[config.mk]
export PLATFORM = sky130hd
export DESIGN_NAME = hoc_top
export DESIGN_NICKNAME = d
export VERILOG_FILES = /design/src/hoc_pkg.sv /design/src/hoc_ms_tick.sv /design/src/hoc_top.sv
export VERILOG_INCLUDE_DIRS = /design/src /design/src/src
export SDC_FILE = /design/constraint.sdc
export NUM_CORES = 1
export LEC_CHECK = 0
export ABC_CLOCK_PERIOD_IN_PS = 3150
export BUFFER_PORTS_ARGS = -buffer_cell sky130_fd_sc_hd__buf_2
export CORE_UTILIZATION = 41
export CTS_CLUSTER_DIAMETER = 50
export DETAILED_ROUTE_END_ITERATION = 10
export SYNTH_ARGS = -nofsm -noshare
export SYNTH_HDL_FRONTEND = slang
export SYNTH_SLANG_ARGS = --single-unit
export TNS_END_PERCENT = 20
[constraint.sdc]
create_clock -name CLK -period 3.15 [get_ports CLK]
set_input_delay 0.63 -clock CLK [delete_from_list [all_inputs] [get_ports CLK]]
set_output_delay 0.63 -clock CLK [all_outputs]
set_load 0.03 [all_outputs]
[src/hoc_consts.svh]
`ifndef HOC_CONSTS_SVH
`define HOC_CONSTS_SVH

// Register indices; byte address is four times the index
`define HOC_IDX_TMR0      14'h100A
`define HOC_IDX_TMR1      14'h100B
`define HOC_IDX_TMR2      14'h100C
`define HOC_IDX_TMR3      14'h100D
`define HOC_IDX_OPTS      14'h100E
`define HOC_IDX_PAUSE     14'h100F
`define HOC_IDX_HOFF      14'h1010
`define HOC_IDX_SLEW0     14'h1011
`define HOC_IDX_SLEW1     14'h1012
`define HOC_IDX_SLEW2     14'h1013
`define HOC_IDX_SLEW3     14'h1014
`define HOC_IDX_STAT      14'h1030

// Reset values
`define HOC_RST_TMR       28'h000000A
`define HOC_RST_OPTS      6'h38
`define HOC_RST_PAUSE     3'h0
`define HOC_RST_HOFF      8'h00
`define HOC_RST_SLEW      28'h6000000

// Start option bits
`define HOC_OPT_PERSIST   0
`define HOC_OPT_SINGLE    1
`define HOC_OPT_QUICK     2
`define HOC_OPT_DLY_PLK   3
`define HOC_OPT_DLY_FLK   4
`define HOC_OPT_DLY_SLIM  5

// Pause option bits
`define HOC_PS_LIMIT      0
`define HOC_PS_FUNLK      1
`define HOC_PS_SLEW       2

// Bus responses
`define HOC_RESP_OKAY     2'h0
`define HOC_RESP_SLVERR   2'h2

// Millisecond timing at the system clock
`define HOC_MS_NS         1000000
`define HOC_CLK_NS        40
`define HOC_MS_CYC        (`HOC_MS_NS / `HOC_CLK_NS)

`endif

[src/hoc_pkg.sv]
package hoc_pkg;

  typedef enum logic [4:0]
  {
    HOC_IDLE  = 5'h01,
    HOC_WAIT  = 5'h02,
    HOC_HOFF  = 5'h04,
    HOC_ACC   = 5'h08,
    HOC_PAUSE = 5'h10
  } hoc_state_t;

  typedef struct packed {
    logic [23:0] cnt;
    logic        tick;
  } hoc_tick_t;

  typedef struct packed {
    logic        aw_full;
    logic [13:0] aw_idx;
    logic        w_full;
    logic [7:0]  wdat;
    logic        wen;
    logic        awready;
    logic        wready;
    logic        bvalid;
    logic [1:0]  bresp;
    logic        arready;
    logic        rvalid;
    logic [1:0]  rresp;
    logic [7:0]  rdata;
    logic [27:0] tmr;
    logic [5:0]  opts;
    logic [2:0]  pause;
    logic [7:0]  hoff;
    logic [27:0] slew;
    hoc_state_t  state;
    logic [7:0]  hoff_cnt;
    logic [27:0] acc_cnt;
    logic [2:0]  rsn;
    logic        valid;
    logic        accum;
    logic        clear;
    logic        use_latest;
    logic        hold_d;
  } hoc_st_t;

endpackage

[src/hoc_ms_tick.sv]
`timescale 1ns/10ps
`include "hoc_consts.svh"

module hoc_ms_tick
#(
  parameter int CYC = `HOC_MS_CYC
)
(
  input  wire logic CLK,
  input  wire logic RST_N,
  input  wire logic clr,
  output wire logic tick
);

  hoc_pkg::hoc_tick_t s_r;
  hoc_pkg::hoc_tick_t s_nxt;

  // One pulse per millisecond; clr restarts the period
  always_comb
  begin
    s_nxt      = s_r;
    s_nxt.tick = 1'b0;
    if (clr)
      s_nxt.cnt = 24'h000000;
    else if (s_r.cnt == 24'(CYC - 1))
    begin
      s_nxt.cnt  = 24'h000000;
      s_nxt.tick = 1'b1;
    end
    else
      s_nxt.cnt = s_r.cnt + 24'h000001;
  end

  always_ff @(posedge CLK)
  begin
    if (!RST_N)
      s_r <= '0;
    else
      s_r <= s_nxt;
  end

  assign tick = s_r.tick;

endmodule

[src/hoc_top.sv]
`timescale 1ns/10ps
`include "hoc_consts.svh"

// Operation
// - Quick start: history usable after quarter period
// - Single sample: latest word when history absent
// - Single sample and quick start work together
// - Persistent option keeps history across interruptions
// - Without persistence, holdover exit clears history
// - Pause averaging while slewing if enabled
// - Clear on phase lock after slew pause
// - Pause on frequency unlock, clear on relock
// - Pause while limiting, clear when limiting ends
// - Hold-off delay in milliseconds, eight bits
// - Hold-off of zero means no delay
// - 28-bit slew rate, low byte first
// - 28-bit averaging period in milliseconds
// - Hold-off follows satisfied acquisition delay conditions

module hoc_top
#(
  parameter int MS_CYC = `HOC_MS_CYC
)
(
  input  wire logic        CLK,
  input  wire logic        RST_N,
  input  wire logic [15:0] S_AXI_AWADDR,
  input  wire logic        S_AXI_AWVALID,
  output wire logic        S_AXI_AWREADY,
  input  wire logic [31:0] S_AXI_WDATA,
  input  wire logic [3:0]  S_AXI_WSTRB,
  input  wire logic        S_AXI_WVALID,
  output wire logic        S_AXI_WREADY,
  output wire logic [1:0]  S_AXI_BRESP,
  output wire logic        S_AXI_BVALID,
  input  wire logic        S_AXI_BREADY,
  input  wire logic [15:0] S_AXI_ARADDR,
  input  wire logic        S_AXI_ARVALID,
  output wire logic        S_AXI_ARREADY,
  output wire logic [31:0] S_AXI_RDATA,
  output wire logic [1:0]  S_AXI_RRESP,
  output wire logic        S_AXI_RVALID,
  input  wire logic        S_AXI_RREADY,
  input  wire logic        FREQ_LOCK,
  input  wire logic        PHASE_LOCK,
  input  wire logic        SLEWING,
  input  wire logic        SLEW_LIMITING,
  input  wire logic        HOLDOVER,
  output wire logic        HIST_VALID,
  output wire logic        HIST_AVERAGING,
  output wire logic        HIST_CLEAR,
  output wire logic        USE_LATEST_WORD,
  output wire logic [27:0] SLEW_LIMIT_RATE
);

  hoc_pkg::hoc_st_t s_r;
  hoc_pkg::hoc_st_t s_nxt;
  logic             tick;
  logic             tick_clr;
  logic [27:0]      tgt;
  logic             pause_c;
  logic             start_c;
  logic [8:0]       rd;

  ////////////////////////////////////////////////////////////////////////////
  // Register decode

  function automatic logic hoc_hit(input logic [13:0] i);
    hoc_hit = (i >= `HOC_IDX_TMR0 && i <= `HOC_IDX_SLEW3) || i == `HOC_IDX_STAT;
  endfunction

  function automatic logic [8:0] hoc_rd(input logic [13:0] i, input hoc_pkg::hoc_st_t s);
    logic [7:0] d;
    d = 8'h00;
    case (i)
      `HOC_IDX_TMR0:  d = s.tmr[7:0];
      `HOC_IDX_TMR1:  d = s.tmr[15:8];
      `HOC_IDX_TMR2:  d = s.tmr[23:16];
      `HOC_IDX_TMR3:  d = {4'h0, s.tmr[27:24]};
      `HOC_IDX_OPTS:  d = {2'h0, s.opts};
      `HOC_IDX_PAUSE: d = {5'h00, s.pause};
      `HOC_IDX_HOFF:  d = s.hoff;
      `HOC_IDX_SLEW0: d = s.slew[7:0];
      `HOC_IDX_SLEW1: d = s.slew[15:8];
      `HOC_IDX_SLEW2: d = s.slew[23:16];
      `HOC_IDX_SLEW3: d = {4'h0, s.slew[27:24]};
      `HOC_IDX_STAT:  d = {s.use_latest, s.accum, s.valid, s.state};
      default:        d = 8'h00;
    endcase
    hoc_rd = {hoc_hit(i), d};
  endfunction

  ////////////////////////////////////////////////////////////////////////////
  // History conditions

  always_comb
  begin
    // Quarter period, never below one millisecond
    if (s_r.opts[`HOC_OPT_QUICK])
      tgt = (s_r.tmr[27:2] == 26'h0) ? 28'h0000001 : {2'h0, s_r.tmr[27:2]};
    else
      tgt = s_r.tmr;
    pause_c = (s_r.pause[`HOC_PS_SLEW] && SLEWING)
            || (s_r.pause[`HOC_PS_FUNLK] && !FREQ_LOCK)
            || (s_r.pause[`HOC_PS_LIMIT] && SLEW_LIMITING);
    start_c = (!s_r.opts[`HOC_OPT_DLY_SLIM] || !SLEW_LIMITING)
            && (!s_r.opts[`HOC_OPT_DLY_FLK] || FREQ_LOCK)
            && (!s_r.opts[`HOC_OPT_DLY_PLK] || PHASE_LOCK);
  end

  assign tick_clr = s_r.state == hoc_pkg::HOC_WAIT;

  hoc_ms_tick #(.CYC(MS_CYC)) u_tick
  (
    .CLK   (CLK),
    .RST_N (RST_N),
    .clr   (tick_clr),
    .tick  (tick)
  );

  ////////////////////////////////////////////////////////////////////////////
  // Next state

  always_comb
  begin
    s_nxt       = s_r;
    s_nxt.clear = 1'b0;
    rd          = hoc_rd(S_AXI_ARADDR[15:2], s_r);
    // Write channels, taken in either order
    if (S_AXI_AWVALID && s_r.awready)
    begin
      s_nxt.aw_full = 1'b1;
      s_nxt.aw_idx  = S_AXI_AWADDR[15:2];
    end
    if (S_AXI_WVALID && s_r.wready)
    begin
      s_nxt.w_full = 1'b1;
      s_nxt.wdat   = S_AXI_WDATA[7:0];
      s_nxt.wen    = S_AXI_WSTRB[0];
    end
    if (s_r.bvalid && S_AXI_BREADY)
      s_nxt.bvalid = 1'b0;
    if (s_r.aw_full && s_r.w_full && !s_r.bvalid)
    begin
      s_nxt.aw_full = 1'b0;
      s_nxt.w_full  = 1'b0;
      s_nxt.bvalid  = 1'b1;
      s_nxt.bresp   = hoc_hit(s_r.aw_idx) ? `HOC_RESP_OKAY : `HOC_RESP_SLVERR;
      if (s_r.wen)
      begin
        case (s_r.aw_idx)
          `HOC_IDX_TMR0:  s_nxt.tmr[7:0]    = s_r.wdat;
          `HOC_IDX_TMR1:  s_nxt.tmr[15:8]   = s_r.wdat;
          `HOC_IDX_TMR2:  s_nxt.tmr[23:16]  = s_r.wdat;
          `HOC_IDX_TMR3:  s_nxt.tmr[27:24]  = s_r.wdat[3:0];
          `HOC_IDX_OPTS:  s_nxt.opts        = s_r.wdat[5:0];
          `HOC_IDX_PAUSE: s_nxt.pause       = s_r.wdat[2:0];
          `HOC_IDX_HOFF:  s_nxt.hoff        = s_r.wdat;
          `HOC_IDX_SLEW0: s_nxt.slew[7:0]   = s_r.wdat;
          `HOC_IDX_SLEW1: s_nxt.slew[15:8]  = s_r.wdat;
          `HOC_IDX_SLEW2: s_nxt.slew[23:16] = s_r.wdat;
          `HOC_IDX_SLEW3: s_nxt.slew[27:24] = s_r.wdat[3:0];
          default:        s_nxt.tmr         = s_r.tmr;
        endcase
      end
    end
    s_nxt.awready = !s_nxt.aw_full && !s_nxt.bvalid;
    s_nxt.wready  = !s_nxt.w_full && !s_nxt.bvalid;
    // Read channel
    if (s_r.rvalid && S_AXI_RREADY)
      s_nxt.rvalid = 1'b0;
    if (S_AXI_ARVALID && s_r.arready)
    begin
      s_nxt.rvalid = 1'b1;
      s_nxt.rdata  = rd[7:0];
      s_nxt.rresp  = rd[8] ? `HOC_RESP_OKAY : `HOC_RESP_SLVERR;
    end
    s_nxt.arready = !s_nxt.rvalid;

    // History sequencing
    if (HOLDOVER)
      s_nxt.state = hoc_pkg::HOC_IDLE;
    else
    begin
      case (s_r.state)
        hoc_pkg::HOC_IDLE:
        begin
          s_nxt.state = hoc_pkg::HOC_WAIT;
          if (s_r.hold_d && !s_r.opts[`HOC_OPT_PERSIST])
          begin
            s_nxt.acc_cnt = 28'h0000000;
            s_nxt.valid   = 1'b0;
            s_nxt.clear   = 1'b1;
          end
        end
        hoc_pkg::HOC_WAIT:
        begin
          if (start_c)
          begin
            s_nxt.hoff_cnt = s_r.hoff;
            s_nxt.state    = (s_r.hoff == 8'h00) ? hoc_pkg::HOC_ACC
                                                 : hoc_pkg::HOC_HOFF;
          end
        end
        hoc_pkg::HOC_HOFF:
        begin
          if (tick)
          begin
            s_nxt.hoff_cnt = s_r.hoff_cnt - 8'h01;
            if (s_r.hoff_cnt == 8'h01)
              s_nxt.state = hoc_pkg::HOC_ACC;
          end
        end
        hoc_pkg::HOC_ACC:
        begin
          if (pause_c)
          begin
            s_nxt.state = hoc_pkg::HOC_PAUSE;
            s_nxt.rsn   = s_r.pause & {SLEWING, !FREQ_LOCK, SLEW_LIMITING};
          end
          else if (tick && !s_r.valid)
          begin
            s_nxt.acc_cnt = s_r.acc_cnt + 28'h0000001;
            if (s_r.acc_cnt + 28'h0000001 >= tgt)
              s_nxt.valid = 1'b1;
          end
        end
        hoc_pkg::HOC_PAUSE:
        begin
          if (!pause_c && (!s_r.rsn[`HOC_PS_SLEW] || PHASE_LOCK))
          begin
            s_nxt.state = hoc_pkg::HOC_ACC;
            if (!s_r.opts[`HOC_OPT_PERSIST])
            begin
              s_nxt.acc_cnt = 28'h0000000;
              s_nxt.valid   = 1'b0;
              s_nxt.clear   = 1'b1;
            end
          end
        end
        default: s_nxt.state = hoc_pkg::HOC_IDLE;
      endcase
    end
    s_nxt.hold_d     = HOLDOVER;
    s_nxt.accum      = s_nxt.state == hoc_pkg::HOC_ACC;
    // Independent of quick start; looks only at the single sample option and validity
    s_nxt.use_latest = s_nxt.opts[`HOC_OPT_SINGLE] && !s_nxt.valid;
  end

  always_ff @(posedge CLK)
  begin
    if (!RST_N)
    begin
      s_r       <= '0;
      s_r.state <= hoc_pkg::HOC_IDLE;
      s_r.tmr   <= `HOC_RST_TMR;
      s_r.opts  <= `HOC_RST_OPTS;
      s_r.pause <= `HOC_RST_PAUSE;
      s_r.hoff  <= `HOC_RST_HOFF;
      s_r.slew  <= `HOC_RST_SLEW;
    end
    else
      s_r <= s_nxt;
  end

  ////////////////////////////////////////////////////////////////////////////
  // Outputs

  assign S_AXI_AWREADY   = s_r.awready;
  assign S_AXI_WREADY    = s_r.wready;
  assign S_AXI_BVALID    = s_r.bvalid;
  assign S_AXI_BRESP     = s_r.bresp;
  assign S_AXI_ARREADY   = s_r.arready;
  assign S_AXI_RVALID    = s_r.rvalid;
  assign S_AXI_RRESP     = s_r.rresp;
  assign S_AXI_RDATA     = {24'h000000, s_r.rdata};
  assign HIST_VALID      = s_r.valid;
  assign HIST_AVERAGING  = s_r.accum;
  assign HIST_CLEAR      = s_r.clear;
  assign USE_LATEST_WORD = s_r.use_latest;
  assign SLEW_LIMIT_RATE = s_r.slew;
endmodule

# Yosys cells after proc, flatten, opt, wreduce, memory -nomap -nowiden
# Cells that the tools add are included.
[op_classes] add_sub_neg=3 n_lt_le_gt_ge=5 eq_ne=39 muxes=50 bitwise_logic=3 n_reduce_logical=64
[op_table] op="14-bit by 13-bit equality test with 1-bit output (second input constant)" count=24
[op_table] op="28-bit two-way mux" count=6
[op_table] op="8-bit case mux with 12 select lines" count=1
[op_table] op="28-bit case mux with 3 select lines" count=1
[op_table] op="41-bit two-way mux" count=2
[op_table] op="3-bit AND reduction" count=12
[op_table] op="8-bit two-way mux" count=4
[op_table] op="28-bit by 1-bit adder with 28-bit output (second input constant)" count=1
[op_table] op="14-bit by 13-bit greater-or-equal comparator with 1-bit output (second input constant)" count=2
[op_table] op="28-bit greater-or-equal comparator" count=1
[op_table] op="14-bit by 13-bit less-or-equal comparator with 1-bit output (second input constant)" count=2
[op_table] op="26-bit logical NOT" count=1
[op_table] op="13-bit two-way mux" count=2
[op_table] op="26-bit two-way mux" count=1
[op_table] op="5-bit case mux with 5 select lines" count=1
[op_table] op="24-bit by 1-bit adder with 24-bit output (second input constant)" count=1
[op_table] op="24-bit by 15-bit equality test with 1-bit output (second input constant)" count=1
[op_table] op="1-bit logical AND" count=20
[op_table] op="5-bit two-way mux" count=4
[op_table] op="8-bit case mux with 2 select lines" count=1
[op_table] op="1-bit logical NOT" count=15
[op_table] op="1-bit two-way mux" count=15
[op_table] op="15-bit two-way mux" count=1
[op_table] op="11-bit two-way mux" count=1
[op_table] op="other kinds (25)" count=44
[word_totals] ff_bits=189 word_cells=200

# Longest topological paths before layout
[logic_depth] depth_word=11 ltp_mapped=13 ltp_nobuf=13

# Cells and area by module
# From an unflattened synthesis, not the netlist that was laid out.
[unflattened] hier_cells=1289 area_unflattened_um2=10857.9
[by_module_without_submodules] mod="hoc_top" instances=1 cells_each=1154 area_per_inst_um2=9724.3 seq_area_each_um2=3203.1
[by_module_without_submodules] mod="hoc_ms_tick" instances=1 cells_each=135 area_per_inst_um2=1133.6 seq_area_each_um2=500.5

# Worst setup path before layout
# No wires, ideal clock.
[synth_timing] path_type="register to register" startpoint="register s_r[11] in the netlist's numbering" endpoint="register s_r, in the netlist USE_LATEST_WORD" arrival_ns=3.206 t_required_ns=3.035 setup_slack_ns=-0.172 stages_incl_launch_ff=12 cell_sequence="dfxtp_1 > clkbuf_1 > nand4_1 > nor4_1 > nand3_1 > or3_1 > xnor2_1 > ha_1 > nand4_1 > nor4_1 > a31oi_1 > and3_1"
[synth_between] elab_chain_cells=9
[synth_lines] item="from (decl)" line_no="hoc_top.sv:56" rtl="hoc_pkg::hoc_st_t s_r;"
[synth_lines] item="from (signal assigned)" line_no="hoc_top.sv:263" rtl="s_r <= s_nxt;"
[synth_lines] item="28-bit by 1-bit adder with 28-bit output" line_no="hoc_top.sv:224" rtl="if (s_r.acc_cnt + 28'h0000001 >= tgt)"
[synth_lines] item="28-bit greater-or-equal comparator" line_no="hoc_top.sv:224"
[synth_lines] item="1-bit two-way mux" line_no="hoc_top.sv:224"
[synth_lines] item="1-bit two-way mux" line_no="hoc_top.sv:221" rtl="else if (tick && !s_r.valid)"
[synth_lines] item="1-bit two-way mux" line_no="hoc_top.sv:216" rtl="if (pause_c)"
[synth_lines] item="1-bit case mux with 3 select lines" line_no="hoc_top.sv:185" rtl="case (s_r.state)"
[synth_lines] item="1-bit two-way mux" line_no="hoc_top.sv:181" rtl="if (HOLDOVER)"
[synth_lines] item="1-bit logical NOT" line_no="hoc_top.sv:247" rtl="s_nxt.use_latest = s_nxt.opts[`HOC_OPT_SINGLE] && !s_nxt.valid;"
[synth_lines] item="1-bit logical AND" line_no="hoc_top.sv:247"
# No other way between the ends.
# A chain may end at the register's enable or synchronous reset.

# Worst setup path after layout
[layout_timing] startpoint="register s_r[121] in the netlist's numbering" endpoint="register s_r, in the netlist HIST_VALID"
[layout_between] elab_chain_cells=9
[layout_lines] item="26-bit logical NOT" line_no="hoc_top.sv:100" rtl="tgt = (s_r.tmr[27:2] == 26'h0) ? 28'h0000001 : {2'h0, s_r.tmr[27:2]};"
[layout_lines] item="26-bit two-way mux" line_no="hoc_top.sv:100"
[layout_lines] item="28-bit two-way mux (*)" line_no="hoc_top.sv:99" rtl="if (s_r.opts[`HOC_OPT_QUICK])"
[layout_lines] item="28-bit greater-or-equal comparator (*)" line_no="hoc_top.sv:224"
[layout_lines] item="1-bit two-way mux (*)" line_no="hoc_top.sv:224"
[layout_lines] item="1-bit two-way mux (*)" line_no="hoc_top.sv:221"
[layout_lines] item="1-bit two-way mux (*)" line_no="hoc_top.sv:216"
[layout_lines] item="1-bit case mux with 3 select lines (*)" line_no="hoc_top.sv:185"
[layout_lines] item="1-bit two-way mux (*)" line_no="hoc_top.sv:181"
# Every way passes the cells marked *; elsewhere a longest branch is shown, timed or not.

==> qor.yml <==
grt:
  overflow: 0
  grt_pass1_wl_um: 47100
  grt_max_degree: 60
  antenna_found_initial: 1
  grt_pass1_vias: 8643
  grt_usage_pct: 23.4
power_and_ir_drop:
  power_frac_clock_pct: 46.3
  p_sw_share_pct: 26.7
  p_sw_uw: 1340
  pwr-share-comb_pct: 5.8
  internal_power_uw: 3680
  p_seq_share_pct: 48.0
  power_density_mw_per_mm2: 430
  ir_worst_vdd_v: 0.000295
  power_leakage_uw: 0.00449
place:
  place_congestion: 0.965
  port_buffers: 95
  dp_cells: 1634
  dp_hpwl_um: 21800
  dp_slack_ns: -0.148
clocking:
  cts.path.max_buffers: 2
  cts_tree: "yes"
  cts_max_level: 4
  clk_pin_slew_ns: 0.08
  cts_buffers: 17
  cts_root_buf: "clkbuf_16"
  cts_sinks: 185
  clk_latency_ns: 0.45
finish:
  layout_common_cells: "dfxtp_1 (183), nand2_1 (171), nor2_1 (133)"
  drive_gt1_share_pct: 16.7
  final_common_cell: "dfxtp_1"
  fin_util_pct: 48.2
  nets: 1442
  instances_no_fill: 1669
  syn2layout_area_growth_pct: 15.2
sta:
  worst_slew_pin_slew_ns: 0.709
  hold_viol: 0
  setup_ws_ns: 0.121
  max_freq_mhz: 330
  fin_crit_sh_pct: 96.2
  holdWs_ns: 0.404
  drv_slew: 0
  min_period_ns: 3.03
  skew_ns: 0.0192
  setup_viol: 0
  slew_headroom_pct: 52.7
synth:
  netlist_instances: 1254
  yosys_warnings: 0
  synth-edff-count: 0
  synth-seq-cells: 185
  syn_avg_cell_area_um2: 8.08
  syn_area_mm2: 0.0101
  ys_async_sr_fraction_pct: 0
  synth.distinct_cells: 69
  yosysSeqAreaShare_pct: 36.5
  synth_ff_type: "dfxtp_1"
floorplanning:
  rows: 57
  io_pins: 153
  dieArea_mm2: 0.0253
  die_h_um: 159
  core_mm2: 0.0242
  die_w_um: 159
  initial_core_util_pct: 41.8
outcome:
  status: "complete, no violations"
hold_path:
  hold_start: "S_AXI_AWADDR[10]"
  hold_class: "in2reg"
routing:
  dr.first_iter.drc_count: 705
  via_per_inst: 5.50
  drc: 0
  wl_per_cell_um: 17.6
  ant_nets: 0
  vias: 9187
  drt_wl_total_um: 29400
  first_pass_iters: 6
setup_path:
  crit_arrival_ns: 3.34
  critPathLaunch: "s_r[121]$_SDFFE_PN0P_"
  r2r-start: "s_r[121]$_SDFFE_PN0P_"
  critPathKind: "reg2reg"
  required_ns: 3.46
  path_max_fanout: 5
  cp-end-kind: "flop"
  cp-start-kind: "flop"
run:
  max_cap_violations: 0
-- flip-flops by register name, indices dropped and copies added, names as in the netlist --
| name | count |
|---|---|
| USE_LATEST_WORD | 1 |
| S_AXI_BVALID | 1 |
| S_AXI_AWREADY | 1 |
| S_AXI_ARREADY | 1 |
| S_AXI_RRESP | 1 |
| S_AXI_BRESP | 1 |
| HIST_AVERAGING | 1 |
| u_tick.s_r | 24 |
| s_r | 113 |
| SLEW_LIMIT_RATE | 28 |
| u_tick.tick | 1 |
| HIST_VALID | 1 |
| S_AXI_RDATA | 8 |
| S_AXI_WREADY | 1 |
| HIST_CLEAR | 1 |
| S_AXI_RVALID | 1 |
-- final timing paths --
path	end	cells after the start	slack, ns
setup / recovery	HIST_VALID$_SDFF_PN0_	10	0.12
hold reg to reg	u_tick.s_r[1]$_SDFF_PP0_	1	0.45
setup reg to reg	HIST_VALID$_SDFF_PN0_	10	0.12
hold / removal	s_r[157]$_SDFFE_PN0P_	3	0.40
-- layer usage --
layer  share of wire (%)  track usage, %  vias to the layer above
met2                  44            36.8                      261
met1                  48            32.3                     4347
met4                 1.6            6.03                        0
li1                    -               -                     4547
met5                   0               0                        -
met3                 6.2            5.18                       32
-- cell usage after synthesis, drive strengths merged (14+ instances only) --
cell type | n | area [µm²]
dfxtp | 185 | 3700
nand2 | 171 | 642
nor2 | 134 | 503
a21oi | 119 | 596
mux2i | 86 | 861
buf | 71 | 515
o21ai | 54 | 270
clkbuf | 50 | 188
nand3 | 47 | 235
ha | 32 | 400
nor3 | 26 | 135
xnor2 | 26 | 228
nor4 | 22 | 138
nand4 | 18 | 113
xor2 | 18 | 158
a22oi | 17 | 128
and3 | 17 | 106
inv | 14 | 52.6
-- logic make-up (layout without fill, tap and decap cells) --
kind of cell	count (synthesis)	after routing	synth area share (%)
buf+inv	135	199	7.46
xor+xnor	44	44	3.80
compound gates	251	251	14.8
flops	185	185	36.5
fa+ha+maj	32	32	3.95
mux	91	91	9.16
other cells	1	28	0.0370
simple gates	515	515	24.3
-- per-stage QoR --
step           total power [µW]  setup TNS [ns]  instance area (µm²)
4_1_cts                    5060               0                11500
5_1_grt                    5190         -0.0636                11700
6_report                   5020               0                11700
3_3_place_gp               2750          -0.201                10900
2_1_floorplan              2670               0                10200
3_5_place_dp               2750          -0.289                10900
-- worst max-delay path, stage by stage, from the launching register on --
cell and delay, ns:
dfxtp_1 0.41, nor4_1 0.54, a41oi_1 0.18, a21oi_1 0.21, ha_1 0.26, nand2b_4 0.15, a2111oi_4 0.30, a2111oi_2 0.07
or4_4 0.55, a31oi_4 0.15, a21oi_1 0.08
-- area by class of cell --
cell class	instances	area, µm²
fill	2409	12600
timing repair buffer	153	923
clock inverter	15	223
sequential	185	3710
antenna	2	5.00
multi-input combinational	959	5940
clock buffer	17	425
tap	324	405
inverter	14	53.8
-- power groups by stage --
stage          clock network (µW)  logic (µW)  registers, µW
5_1_grt                      2460         317           2410
3_5_place_dp                    0         288           2460
3_3_place_gp                    0         286           2460
2_1_floorplan                   0         223           2440
6_report                     2320         290           2410
4_1_cts                      2360         289           2410
-- timing repair --
action / in CTS / in global routing
gates resized for setup: 4 / 25
endpoints found under the setup margin: 2 / 2
pin swaps: 4 / 6
setup buffers: 0 / 1
hold buffers: 0 / 0
No activity file was read; power rests on OpenSTA's default activity.
